$ cat src/cvd_pkg.sv
/*
  cvd_pkg: register offsets, field positions, reset values and codes for the
  common converter control block.
  assumes: APB slave with 32-bit data, one register per aligned word.
*/
package cvd_pkg;
  localparam logic [11:0] ADDR_CTRL_ONE = 12'h000;
  localparam logic [11:0] ADDR_CTRL_TWO = 12'h004;
  localparam logic [11:0] ADDR_DONE_STATUS = 12'h008;
  localparam logic [7:0] RESET_CTRL_ONE = 8'h00;
  localparam logic [7:0] RESET_CTRL_TWO = 8'h00;
  localparam logic [7:0] MASK_CTRL_ONE = 8'hF3;
  localparam logic [7:0] MASK_CTRL_TWO = 8'h70;
  localparam int JUSTIFY_BIT = 7;
  localparam int CLKSEL_LSB = 4;
  localparam int START_BIT = 2;
  localparam int PREF_LSB = 0;
  localparam int TRIG_LSB = 4;
  localparam logic [1:0] PREF_SUPPLY = 2'h0;
  localparam logic [1:0] PREF_RESERVED = 2'h1;
  localparam logic [1:0] PREF_EXT_PIN = 2'h2;
  localparam logic [2:0] TRIG_NONE = 3'h0;
  localparam logic [2:0] TRIG_TIMER0_OVF = 3'h3;
  localparam logic [2:0] TRIG_TIMER1_OVF = 3'h4;
  localparam logic [2:0] TRIG_TIMER2_MATCH = 3'h5;
  localparam logic [2:0] TRIG_EXT_RISE = 3'h6;
  localparam logic [2:0] TRIG_EXT_FALL = 3'h7;
  localparam logic [2:0] CLKSEL_RC = 3'h7;
endpackage : cvd_pkg

$ cat src/cvd_common_ctrl.sv
/*
  cvd_common_ctrl: common control of a set of converters: clock, reference
  and justification selects, synchronised start with combined done, and
  automatic trigger selection.
  assumes: one clock, async active-high reset, inputs synchronous to clock,
  timer inputs are the one-cycle pulses that set the timers' interrupt flags.
*/
// Register access over APB and the placing of the registers are this design's own decisions.
`timescale 1ns/1ps
module cvd_common_ctrl #(
  parameter int NUM_ADC = 2
) (
  input wire logic CLK_IN,
  input wire logic RESET_IN,
  input wire logic PSEL_IN,
  input wire logic PENABLE_IN,
  input wire logic PWRITE_IN,
  input wire logic [11:0] PADDR_IN,
  input wire logic [31:0] PWDATA_IN,
  output logic [31:0] PRDATA_OUT,
  output logic PREADY_OUT,
  output logic PSLVERR_OUT,
  input wire logic [NUM_ADC-1:0] ADC_ENABLE_IN,
  input wire logic [NUM_ADC-1:0] PER_CONVERTER_DONE_FLAG_IN,
  input wire logic TIMER0_OVF_FLAG_SET_IN,
  input wire logic TIMER1_OVF_FLAG_SET_IN,
  input wire logic TIMER2_MATCH_FLAG_SET_IN,
  input wire logic EXTERNAL_TRIGGER_INPUT_IN,
  output logic [NUM_ADC-1:0] ADC_START_OUT,
  output logic RESULT_JUSTIFY_SELECT_OUT,
  output logic [2:0] CONVERSION_CLOCK_SELECT_OUT,
  output logic DEDICATED_RC_CLOCK_SEL_OUT,
  output logic [1:0] POSITIVE_REFERENCE_SELECT_OUT,
  output logic [2:0] AUTO_TRIGGER_SELECT_OUT
);
  typedef enum logic [1:0] {
    CVD_IDLE_S = 2'b01,
    CVD_ACCESS_S = 2'b10
  } cvd_bus_t;

  logic [7:0] ctrl_one;
  logic [7:0] next_ctrl_one;
  logic [7:0] ctrl_two;
  logic [7:0] next_ctrl_two;
  logic ext_prev;
  logic [NUM_ADC-1:0] start;
  logic [NUM_ADC-1:0] next_start;
  logic [31:0] rdata;
  logic [31:0] next_rdata;
  cvd_bus_t bus_state;
  cvd_bus_t next_bus_state;
  logic wr_one;
  logic wr_two;
  logic rd_setup;
  logic sw_start;
  logic auto_trig;
  logic any_done;

  function automatic logic hit(input logic [11:0] a, input logic [11:0] r);
    hit = (a == r);
  endfunction : hit

  assign wr_one = PSEL_IN && PENABLE_IN && PWRITE_IN && hit(PADDR_IN, cvd_pkg::ADDR_CTRL_ONE);
  assign sw_start = wr_one && PWDATA_IN[cvd_pkg::START_BIT];
  assign any_done = |PER_CONVERTER_DONE_FLAG_IN;
  assign wr_two = PSEL_IN && PENABLE_IN && PWRITE_IN && hit(PADDR_IN, cvd_pkg::ADDR_CTRL_TWO);
  // read data is captured only in a setup cycle, which always meets the idle state
  assign rd_setup = PSEL_IN && !PENABLE_IN && !PWRITE_IN && (bus_state == CVD_IDLE_S);

  // trigger select decode
  always_comb begin
    case (ctrl_two[cvd_pkg::TRIG_LSB +: 3])
      cvd_pkg::TRIG_TIMER0_OVF: auto_trig = TIMER0_OVF_FLAG_SET_IN;
      cvd_pkg::TRIG_TIMER1_OVF: auto_trig = TIMER1_OVF_FLAG_SET_IN;
      cvd_pkg::TRIG_TIMER2_MATCH: auto_trig = TIMER2_MATCH_FLAG_SET_IN;
      cvd_pkg::TRIG_EXT_RISE: auto_trig = EXTERNAL_TRIGGER_INPUT_IN && !ext_prev;
      cvd_pkg::TRIG_EXT_FALL: auto_trig = !EXTERNAL_TRIGGER_INPUT_IN && ext_prev;
      default: auto_trig = 1'b0;
    endcase
  end

  // register writes, start pulses and read data
  always_comb begin
    next_ctrl_one = ctrl_one;
    next_ctrl_two = ctrl_two;
    next_rdata = rdata;
    next_bus_state = bus_state;
    next_start = ADC_ENABLE_IN & {NUM_ADC{sw_start || auto_trig}};
    case (bus_state)
      CVD_IDLE_S: begin
        if (PSEL_IN) begin
          next_bus_state = CVD_ACCESS_S;
        end
      end
      CVD_ACCESS_S: begin
        next_bus_state = CVD_IDLE_S;
      end
      default: next_bus_state = CVD_IDLE_S;
    endcase
    if (wr_one) begin
      next_ctrl_one = PWDATA_IN[7:0] & cvd_pkg::MASK_CTRL_ONE & ~8'h04;
    end
    if (wr_two) begin
      next_ctrl_two = PWDATA_IN[7:0] & cvd_pkg::MASK_CTRL_TWO;
    end
    if (rd_setup) begin
      if (hit(PADDR_IN, cvd_pkg::ADDR_CTRL_ONE)) begin
        next_rdata = {24'h000000, ctrl_one[7:3], any_done, ctrl_one[1:0]};
      end else if (hit(PADDR_IN, cvd_pkg::ADDR_CTRL_TWO)) begin
        next_rdata = {24'h000000, ctrl_two};
      end else if (hit(PADDR_IN, cvd_pkg::ADDR_DONE_STATUS)) begin
        next_rdata = 32'(PER_CONVERTER_DONE_FLAG_IN);
      end else begin
        next_rdata = 32'h00000000;
      end
    end
  end

  always_ff @(posedge CLK_IN or posedge RESET_IN) begin
    if (RESET_IN) begin
      ctrl_one <= cvd_pkg::RESET_CTRL_ONE;
      ctrl_two <= cvd_pkg::RESET_CTRL_TWO;
      ext_prev <= 1'b0;
      start <= '0;
      rdata <= 32'h00000000;
      bus_state <= CVD_IDLE_S;
    end else begin
      ctrl_one <= next_ctrl_one;
      ctrl_two <= next_ctrl_two;
      ext_prev <= EXTERNAL_TRIGGER_INPUT_IN;
      start <= next_start;
      rdata <= next_rdata;
      bus_state <= next_bus_state;
    end
  end

  assign PRDATA_OUT = rdata;
  assign PREADY_OUT = 1'b1;
  assign PSLVERR_OUT = PSEL_IN && PENABLE_IN && !hit(PADDR_IN, cvd_pkg::ADDR_CTRL_ONE)
    && !hit(PADDR_IN, cvd_pkg::ADDR_CTRL_TWO) && !hit(PADDR_IN, cvd_pkg::ADDR_DONE_STATUS);
  assign ADC_START_OUT = start;
  assign RESULT_JUSTIFY_SELECT_OUT = ctrl_one[cvd_pkg::JUSTIFY_BIT];
  assign CONVERSION_CLOCK_SELECT_OUT = ctrl_one[cvd_pkg::CLKSEL_LSB +: 3];
  assign DEDICATED_RC_CLOCK_SEL_OUT = (ctrl_one[cvd_pkg::CLKSEL_LSB +: 3] == cvd_pkg::CLKSEL_RC);
  assign POSITIVE_REFERENCE_SELECT_OUT = ctrl_one[cvd_pkg::PREF_LSB +: 2];
  assign AUTO_TRIGGER_SELECT_OUT = ctrl_two[cvd_pkg::TRIG_LSB +: 3];

  // checks
  sw_start_a: assert property (@(posedge CLK_IN) disable iff (RESET_IN)
    sw_start |=> (ADC_START_OUT == $past(ADC_ENABLE_IN)))
    else $error("software start missed an enabled converter");
  ref_field_a: assert property (@(posedge CLK_IN) disable iff (RESET_IN)
    wr_one |=> (POSITIVE_REFERENCE_SELECT_OUT == $past(PWDATA_IN[1:0])))
    else $error("reference select not stored");
  trig_idle_a: assert property (@(posedge CLK_IN) disable iff (RESET_IN)
    (AUTO_TRIGGER_SELECT_OUT == cvd_pkg::TRIG_NONE && !sw_start) |=> ADC_START_OUT == '0)
    else $error("start with no trigger selected");
  rise_trig_a: assert property (@(posedge CLK_IN) disable iff (RESET_IN)
    (AUTO_TRIGGER_SELECT_OUT == cvd_pkg::TRIG_EXT_RISE && $rose(EXTERNAL_TRIGGER_INPUT_IN))
    |=> ADC_START_OUT == $past(ADC_ENABLE_IN))
    else $error("rising edge trigger missed");
  fall_trig_a: assert property (@(posedge CLK_IN) disable iff (RESET_IN)
    (AUTO_TRIGGER_SELECT_OUT == cvd_pkg::TRIG_EXT_FALL && $fell(EXTERNAL_TRIGGER_INPUT_IN))
    |=> ADC_START_OUT == $past(ADC_ENABLE_IN))
    else $error("falling edge trigger missed");
  timer_trig_a: assert property (@(posedge CLK_IN) disable iff (RESET_IN)
    (AUTO_TRIGGER_SELECT_OUT == cvd_pkg::TRIG_TIMER1_OVF && TIMER1_OVF_FLAG_SET_IN)
    |=> ADC_START_OUT == $past(ADC_ENABLE_IN))
    else $error("timer one trigger missed");
  unimpl_zero_a: assert property (@(posedge CLK_IN) disable iff (RESET_IN)
    ((ctrl_one & ~cvd_pkg::MASK_CTRL_ONE) == 8'h00) && ((ctrl_two & ~cvd_pkg::MASK_CTRL_TWO) == 8'h00))
    else $error("unimplemented bit set");
  rc_sel_a: assert property (@(posedge CLK_IN) disable iff (RESET_IN)
    wr_one |=> (CONVERSION_CLOCK_SELECT_OUT == $past(PWDATA_IN[6:4]))
    && (DEDICATED_RC_CLOCK_SEL_OUT == ($past(PWDATA_IN[6:4]) == cvd_pkg::CLKSEL_RC)))
    else $error("clock select not stored");
  timer_zero_a: assert property (@(posedge CLK_IN) disable iff (RESET_IN)
    (AUTO_TRIGGER_SELECT_OUT == cvd_pkg::TRIG_TIMER0_OVF && TIMER0_OVF_FLAG_SET_IN)
    |=> ADC_START_OUT == $past(ADC_ENABLE_IN))
    else $error("timer zero trigger missed");
  timer_match_a: assert property (@(posedge CLK_IN) disable iff (RESET_IN)
    (AUTO_TRIGGER_SELECT_OUT == cvd_pkg::TRIG_TIMER2_MATCH && TIMER2_MATCH_FLAG_SET_IN)
    |=> ADC_START_OUT == $past(ADC_ENABLE_IN))
    else $error("timer two trigger missed");
  reserved_trig_a: assert property (@(posedge CLK_IN) disable iff (RESET_IN)
    ((AUTO_TRIGGER_SELECT_OUT == 3'h1 || AUTO_TRIGGER_SELECT_OUT == 3'h2) && !sw_start)
    |=> ADC_START_OUT == '0)
    else $error("start from a reserved trigger code");
  trig_store_a: assert property (@(posedge CLK_IN) disable iff (RESET_IN)
    wr_two |=> AUTO_TRIGGER_SELECT_OUT == $past(PWDATA_IN[6:4]))
    else $error("trigger select not stored");
  rise_quiet_a: assert property (@(posedge CLK_IN) disable iff (RESET_IN)
    (AUTO_TRIGGER_SELECT_OUT == cvd_pkg::TRIG_EXT_RISE && !$rose(EXTERNAL_TRIGGER_INPUT_IN)
    && !sw_start) |=> ADC_START_OUT == '0)
    else $error("start without a rising edge");
  fall_quiet_a: assert property (@(posedge CLK_IN) disable iff (RESET_IN)
    (AUTO_TRIGGER_SELECT_OUT == cvd_pkg::TRIG_EXT_FALL && !$fell(EXTERNAL_TRIGGER_INPUT_IN)
    && !sw_start) |=> ADC_START_OUT == '0)
    else $error("start without a falling edge");
  enable_gate_a: assert property (@(posedge CLK_IN) disable iff (RESET_IN)
    (ADC_START_OUT & ~$past(ADC_ENABLE_IN)) == '0)
    else $error("start given to a disabled converter");
  done_read_a: assert property (@(posedge CLK_IN) disable iff (RESET_IN)
    (rd_setup && hit(PADDR_IN, cvd_pkg::ADDR_CTRL_ONE))
    |=> PRDATA_OUT[cvd_pkg::START_BIT] == ($past(PER_CONVERTER_DONE_FLAG_IN) != '0))
    else $error("start bit does not read as the done flags");
  read_one_zero_a: assert property (@(posedge CLK_IN) disable iff (RESET_IN)
    (rd_setup && hit(PADDR_IN, cvd_pkg::ADDR_CTRL_ONE)) |=> (PRDATA_OUT
    & ~(32'(cvd_pkg::MASK_CTRL_ONE) | (32'h00000001 << cvd_pkg::START_BIT))) == 32'h00000000)
    else $error("control one reads a set unimplemented bit");
  read_two_zero_a: assert property (@(posedge CLK_IN) disable iff (RESET_IN)
    (rd_setup && hit(PADDR_IN, cvd_pkg::ADDR_CTRL_TWO))
    |=> (PRDATA_OUT & ~32'(cvd_pkg::MASK_CTRL_TWO)) == 32'h00000000)
    else $error("control two reads a set unimplemented bit");
  read_c: cover property (@(posedge CLK_IN) disable iff (RESET_IN) PSEL_IN && !PWRITE_IN && PENABLE_IN);
  sw_start_c: cover property (@(posedge CLK_IN) disable iff (RESET_IN) sw_start);
  ext_trig_c: cover property (@(posedge CLK_IN) disable iff (RESET_IN) auto_trig && ext_prev);
  timer_trig_c: cover property (@(posedge CLK_IN) disable iff (RESET_IN)
    auto_trig && AUTO_TRIGGER_SELECT_OUT == cvd_pkg::TRIG_TIMER2_MATCH);
  rise_trig_c: cover property (@(posedge CLK_IN) disable iff (RESET_IN)
    auto_trig && EXTERNAL_TRIGGER_INPUT_IN && !ext_prev);
endmodule : cvd_common_ctrl

$ cat config.mk
export PLATFORM = sky130hd
export DESIGN_NAME = cvd_common_ctrl
export DESIGN_NICKNAME = d
export VERILOG_FILES = /design/src/cvd_pkg.sv /design/src/cvd_common_ctrl.sv
export SDC_FILE = /design/constraint.sdc
export NUM_CORES = 1
export LEC_CHECK = 0
export ABC_AREA = 1
export ABC_CLOCK_PERIOD_IN_PS = 1900
export BUFFER_PORTS_ARGS = -buffer_cell sky130_fd_sc_hd__buf_2
export CAP_MARGIN = 20
export CORE_MARGIN = 1
export CORE_UTILIZATION = 24
export CTS_CLUSTER_SIZE = 20
export DETAILED_ROUTE_END_ITERATION = 8
export PLACE_DENSITY = 0.5
export SYNTH_ARGS = -nofsm -noshare
export SYNTH_HDL_FRONTEND = slang
export SYNTH_SLANG_ARGS = --single-unit
$ cat constraint.sdc
create_clock -name CLK_IN -period 1.9 [get_ports CLK_IN]
set_clock_uncertainty 0.1 [all_clocks]
set_input_delay 0.38 -clock CLK_IN [delete_from_list [all_inputs] [get_ports CLK_IN]]
set_output_delay 0.38 -clock CLK_IN [all_outputs]
set_load 0.005 [all_outputs]
# --- Word-level counts from Yosys, hierarchy flattened ---
# Index checks and enable logic that the tools add are counted.
op_classes:
  reduce_logical: 23
  bitwise: 1
  mux: 6
  eq_ne: 10
op_table:
  columns: ["cell", "n"]
  rows:
  - ["$eq 3x3->1 const B", 5]
  - ["$logic_and 1x1->1", 13]
  - ["$eq 12x3->1 const B", 1]
  - ["$eq 12x4->1 const B", 1]
  - ["$logic_not 12->1", 1]
  - ["$mux 8", 1]
  - ["$logic_not 1->1", 7]
  - ["$mux 7", 1]
  - ["$mux 2", 3]
  - ["$pmux 1 s5", 1]
  - ["$eq 3x2->1 const B", 1]
  - ["$and 2x2->2", 1]
  - ["$eq 2x1->1 const B", 1]
  - ["$ne 2x2->1 const B", 1]
  - ["$reduce_or 2->1", 1]
  - ["$logic_or 1x1->1", 1]
word_totals:
  wordCells: 46
  output_inout_bits: 46
  in_bits: 57
  reg_bits: 46

# --- Depth between registers and ports, before layout ---
# Gate-level depths: netlist of run 1.
depth:
  ltp_word: 6
  mapped_depth: 7
  ltp_nobuf: 7

# --- Worst setup path after synthesis of run 1 ---
# OpenSTA, ideal clock, no wires.
synth_path:
  kind: "input to output"
  start: "input port PADDR_IN[9]"
  end: "output port PSLVERR_OUT"
  path_slack_ns: 0.412
  path_buffers: 0
  arrival_ns: 1.008
  required_time_ns: 1.420
  stages: 5
  path_cell_list: "nor2_1 > nand2_2 > nor2_8 > a21boi_0 > nor2_1"
synth_via:
  elab_chain_cells: 5
  word_cells_on_any_way: 9
  classes_between: "2 x eq/ne; 7 x reduce/logical"
synth_lines:
  columns: ["item", "line_no", "text"]
  rows:
  - ["start: declaration", "cvd_common_ctrl.sv:18", "input wire logic [11:0] PADDR_IN,"]
  - ["$logic_not 12->1", "cvd_common_ctrl.sv:60", "hit = (a == r);"]
  - ["$logic_not 1->1", "cvd_common_ctrl.sv:139", "assign PSLVERR_OUT = PSEL_IN && PENABLE_IN && !hit(PADDR_IN, cvd_pkg::ADDR_CTRL_ONE)"]
  - ["$logic_and 1x1->1", "cvd_common_ctrl.sv:139", null]
  - ["$logic_and 1x1->1", "cvd_common_ctrl.sv:140", "&& !hit(PADDR_IN, cvd_pkg::ADDR_CTRL_TWO) && !hit(PADDR_IN, cvd_pkg::ADDR_DONE_STATUS);"]
  - ["$logic_and 1x1->1 (*)", "cvd_common_ctrl.sv:140", null]
  - ["end: declaration", "cvd_common_ctrl.sv:22", "output logic PSLVERR_OUT,"]
# Every way passes the cells marked *; elsewhere a longest branch is shown, timed or not.

# --- Worst setup path in the final report of run 1 ---
# Ends and elaborated chain as after synthesis.

==> results of run 1 <==
-- synth_stat cells --
library cell and instances:
nand2_1 41, buf_4 26, inv_1 21, dfrtp_1 20, nand3_1 18, nor2_1 15, o21ai_1 7, nand2_2 3
nor2_2 3, conb_1 2, inv_2 2, nand4_1 2, o21ai_0 2, a21boi_0 1, and3_1 1, dfstp_2 1
nand3_4 1, nand3b_2 1, nor2_4 1, nor2_8 1, o31ai_1 1
-- flip-flops by register name, indices dropped and copies added (netlist names) --
signal and cells:
ADC_START_OUT 2, PRDATA_OUT 7, bus_state 2, ctrl_one 6
ctrl_two 3, ext_prev 1
-- final cells by class --
type,instances,area [sq um]
Timing Repair Buffer,54,278
Fill cell,597,3540
Multi-Input combinational cell,124,574
Sequential cell,21,527
Inverter,23,86.3
Tap cell,70,87.6
Clock buffer,4,45.0
-- power breakdown --
group,internal [uW],switching (uW),leakage [uW]
Clock,149,137,0.0000228
Sequential,454,1.90,0.000281
Combinational,35.6,57.8,0.000678
-- per-stage QoR --
stage               util (%)  hold WS [ns]  power [uW]  std cells
detailed placement      30.2         0.326         560        292
floorplan                  -         0.256         552        194
global placement        30.2         0.336         559        292
CTS                     31.1        0.0491         854        296
finish                  31.1        0.0436         836        296
global route            31.1        0.0820         888        296
-- routing by layer --
| layer | up-vias | routed length [um] | GRT usage (%) |
|---|---|---|---|
| li1 | 587 | - | - |
| met1 | 492 | 1240 | 14.4 |
| met2 | 37 | 1310 | 17.6 |
| met3 | 4 | 166 | 2.25 |
| met4 | 0 | 38 | 4.32 |
| met5 | - | 0 | 0 |
-- worst reg2reg max path, stage by stage (launching register included) --
cell and delay [ns]:
dfstp_2 0.52, nand2_1 0.06, nor2_2 0.13, nand2_2 0.15
inv_2 0.13, o21ai_0 0.09, o21ai_1 0.12
-- worst paths after layout --
path | start | endpoint | slack (ns) | depth (start not counted)
worst min register to register | PRDATA_OUT[0]$_DFFE_PP0P_ | PRDATA_OUT[0]$_DFFE_PP0P_ | 0.38 | 2
worst max-delay path | PADDR_IN[9] | PSLVERR_OUT | 0.24 | 7
worst max register to register | bus_state[0]$_DFFE_PP1P_ | PRDATA_OUT[2]$_DFFE_PP0P_ | 0.55 | 6
min in group CLK_IN | EXTERNAL_TRIGGER_INPUT_IN | ext_prev$_DFF_PP0_ | 0.16 | 1
max in group asynchronous | RESET_IN | bus_state[0]$_DFFE_PP1P_ | 1.39 | 3
worst min-delay path | RESET_IN | ADC_START_OUT[1]$_DFF_PP0_ | 0.04 | 3
-- cell families (layout without fill, tap and decap cells) --
logic type | count (synthesis) | count (layout) | synth area share [%]
buffers and inverters | 49 | 81 | 21.8
AND/OR/NAND/NOR | 87 | 87 | 32.2
other | 2 | 26 | 0.581
AO/OA/AOI/OAI | 11 | 11 | 4.65
flip-flops | 21 | 21 | 40.8
==> run_results.csv, run 1 <==
group,metric,value,unit
power,power.density,523,nW/um^2
yosys,netlist.area_leader.share,38.7,%
setup_path,crit_family,"simple AND/OR/NAND/NOR gates",
timing,setup_slack,0.237,ns
yosys,synth_seq_area_share,40.8,%
clock_tree,hold_buffers,0,
route,wl_per_cell,9.32,um
placed_design,dp_hpwl,2260,um
floorplanning,fp.dieW,75.4,um
setup_path,cp-end-kind,"output port",
clock_tree,clkSinkCount,21,
floorplanning,fp.dieH,75.4,um
yosys,synthTopCellsByArea,"dfrtp_1, buf_4, nand2_1",
placed_design,gp_congestion,0.685,
floorplanning,initial_core_util,25.1,%
route,ant_nets,0,
timing,report.final.slew_viol_count,0,
setup_path,required,1.42,ns
setup_path,crit_path_max_incr_delay,0.18,ns
floorplanning,ioPinCount,103,
setup_path,crit_slowest_cell,"a21boi_0",
final_layout,final_common_cell,"buf_2",
global_routing,grt_overflow,0,
timing,finalSetupTns,0,ns
timing,rsz0062_at_grt,"no",
timing,period_share,87.5,%
final_layout,area_growth,23.6,%
final_layout,final_cell_mix,"buf_2, nand2_1, conb_1, inv_1, dfrtp_1",
placed_design,place_area,1550,sq um
global_routing,grt_antenna_before_repair,0,
placed_design,dp_slack,0.227,ns
route,num_vias,1120,
global_routing,grt_pass1_vias,1045,
clock_tree,cts_tree,"built",
clock_tree,cts-resized-gates,0,
setup_path,crit_arrival,1.18,ns
yosys,yosys_warnings,0,
yosys,ys_types,21,
yosys,synth-seq-cells,21,
flow_run,cap_violations,0,
yosys,avgSynthCellArea,7.60,sq um
floorplanning,die-area,5680,sq um
route,route.detailed.drc,0,
global_routing,grt_max_degree,22,
route,first_pass_iters,4,
min_path,worstHoldPathType,"primary input to asynchronous set/reset pin",
clock_tree,clock_path_buffers,2,
power,leakagePower,0.000982,uW
route,drt-initial-drc-count,80,
floorplanning,rows,26,
setup_path,start_kind,"primary input",
clock_tree,clk_latency,0.25,ns
clock_tree,cts_root_buf,"clkbuf_8",
timing,period_needed,1.66,ns
final_layout,final_area,1600,sq um
final_layout,final_net_count,284,
placed_design,numPortBuffers,51,
clock_tree,cts.reportedPaths.clkPinSlew,0.07,ns
setup_path,crit_fanout,3,
setup_path,worstPathCellList,"buf_2 > nor2_1 > nand2_2 > nor2_8 > a21boi_0 > nor2_1 > buf_2",
yosys,syn-instance-count,170,
setup_path,crit_type,"primary input to output port",
power,ir_drop,0.294,mV
status,status,"completed",
setup_path,cp_num_buf_inv,2,
final_layout,drive_gt1_share,31.0,%
route,via_per_inst,3.78,
yosys,netlist_area,1290,sq um
route,postRouteWirelength,2760,um
timing,hold_viol_final,0,
global_routing,grt_pass1_wl,4690,um
clock_tree,htree_levels,1,
floorplanning,core_area,5140,sq um
timing,fmax,601,MHz
global_routing,track_usage,10.9,%
yosys,synth_top_area_cell,"dfrtp_1",
final_layout,num_antenna_cells,0,
clock_tree,postCtsSetupBuffers,0,
timing,setup_viol,0,
clock_tree,numCtsBuffers,3,
Power figures use the tool's default switching activity.
==> run 2: changes to the inputs <==
ABC_CLOCK_PERIOD_IN_PS = 2200   (was 1900)
CAP_MARGIN = unset   (was 20)
SLEW_MARGIN = 15   (was unset)
clock period = 2.2 ns   (was 1.9 ns; I/O delays follow)
==> run_results.csv, run 2 (synthesis gave the netlist of run 1 again) <==
group,metric,value,unit
placed_design,dp_slack,0.300,ns
global_routing,grt_pass1_wl,4570,um
final_layout,final_cell_mix,"buf_2, nand2_1, conb_1, inv_1, dfrtp_1",
placed_design,numPortBuffers,51,
floorplanning,ioPinCount,103,
status,status,"completed",
global_routing,grt_overflow,0,
timing,period_needed,1.87,ns
timing,report.final.slew_viol_count,0,
clock_tree,postCtsSetupBuffers,0,
final_layout,area_growth,22.5,%
floorplanning,rows,26,
route,via_per_inst,3.71,
timing,rsz0062_at_grt,"no",
setup_path,cp-end-kind,"output port",
timing,hold_slack,0.0990,ns
timing,finalSetupTns,0,ns
clock_tree,cts_tree,"built",
timing,setup_viol,0,
final_layout,drive_gt1_share,30.4,%
clock_tree,clk_latency,0.26,ns
global_routing,grt.met3_usage,2.91,%
global_routing,grtUsageMet1,13.9,%
global_routing,top_usage_layer,"met2",
clock_tree,clock_path_buffers,2,
placed_design,gp_congestion,0.699,
global_routing,grt_max_degree,22,
final_layout,largest_reg_flops,7,
final_layout,final_net_count,282,
clock_tree,cts-resized-gates,0,
floorplanning,fp.dieH,75.4,um
clock_tree,numCtsBuffers,3,
setup_path,start_kind,"primary input",
clock_tree,cts.reportedPaths.clkPinSlew,0.08,ns
timing,fmax,534,MHz
route,postRouteWirelength,2700,um
route,route.detailed.drc,0,
setup_path,crit_fanout,9,
route,drt-initial-drc-count,41,
clock_tree,hold_buffers,0,
floorplanning,core_area,5140,sq um
floorplanning,die-area,5680,sq um
power,leakagePower,0.000972,uW
setup_path,required,1.66,ns
flow_run,cap_violations,0,
final_layout,num_antenna_cells,0,
placed_design,dp_hpwl,2210,um
setup_path,crit_arrival,1.33,ns
min_path,worstHoldPathType,"primary input to asynchronous set/reset pin",
clock_tree,clkSinkCount,21,
clock_tree,cts_root_buf,"clkbuf_8",
floorplanning,fp.dieW,75.4,um
timing,setup_slack,0.328,ns
floorplanning,initial_core_util,25.1,%
power,power.density,458,nW/um^2
global_routing,track_usage,10.5,%
timing,hold_viol_final,0,
route,wl_per_cell,9.17,um
global_routing,met2_usage,16.9,%
global_routing,grt_antenna_before_repair,0,
route,first_pass_iters,4,
setup_path,crit_type,"primary input to output port",
final_layout,final_core_util,30.8,%
global_routing,grt_pass1_vias,1045,
power,ir_drop,0.191,mV
route,num_vias,1090,
route,ant_nets,0,
clock_tree,htree_levels,1,
final_layout,final_common_cell,"buf_2",
timing,period_share,85.1,%
-- run 2: cell types whose count changed in the layout (fill, tap and decap cells not counted), sizes merged --
cell  previous run  this run
buf             54        52
-- run 2: metal layers --
layer	wire length [um]	vias up	part of all wire (%)
li1	-	584	-
met1	1250	467	46
met2	1250	37	46
met3	176	2	6.5
met4	22	0	0.82
met5	0	-	0
-- run 2: cell type report --
cell class	count	area, sq um
tap	70	87.6
sequential	21	527
multi-input combinational	124	574
fill	595	3560
inverter	23	86.3
clock buffer	4	45.0
timing repair buffer	52	263
-- run 2: power by group --
group          switching [uW]  internal [uW]
logic                    49.9           30.1
registers                1.65            392
clock network             123            129
total                     174            551
-- run 2: critical path, cell delays in order --
cell and delay (ns):
buf_2 0.10, nor2_1 0.11, nand2_2 0.11, nor2_8 0.19, a21boi_0 0.21, nor2_1 0.05, buf_2 0.12
-- run 2: path summary, 6_finish.rpt --
kind | slack, ns | cells after the start | startpoint | to
setup / recovery | 0.33 | 7 | PADDR_IN[9] | PSLVERR_OUT
min in group CLK_IN | 0.22 | 1 | EXTERNAL_TRIGGER_INPUT_IN | ext_prev$_DFF_PP0_
setup reg to reg | 0.85 | 6 | bus_state[0]$_DFFE_PP1P_ | PRDATA_OUT[2]$_DFFE_PP0P_
hold reg to reg | 0.38 | 2 | PRDATA_OUT[4]$_DFFE_PP0P_ | PRDATA_OUT[4]$_DFFE_PP0P_
max in group asynchronous | 1.63 | 3 | RESET_IN | bus_state[0]$_DFFE_PP1P_
hold / removal | 0.1 | 3 | RESET_IN | PRDATA_OUT[0]$_DFFE_PP0P_
-- run 2: metrics by stage --
step	power [uW]	cell area [sq um]	std cells
after detailed placement	482	1540	290
after global routing	777	1580	294
after CTS	740	1580	294
final	725	1580	294
after floorplan	476	1380	194
after global placement	482	1540	290
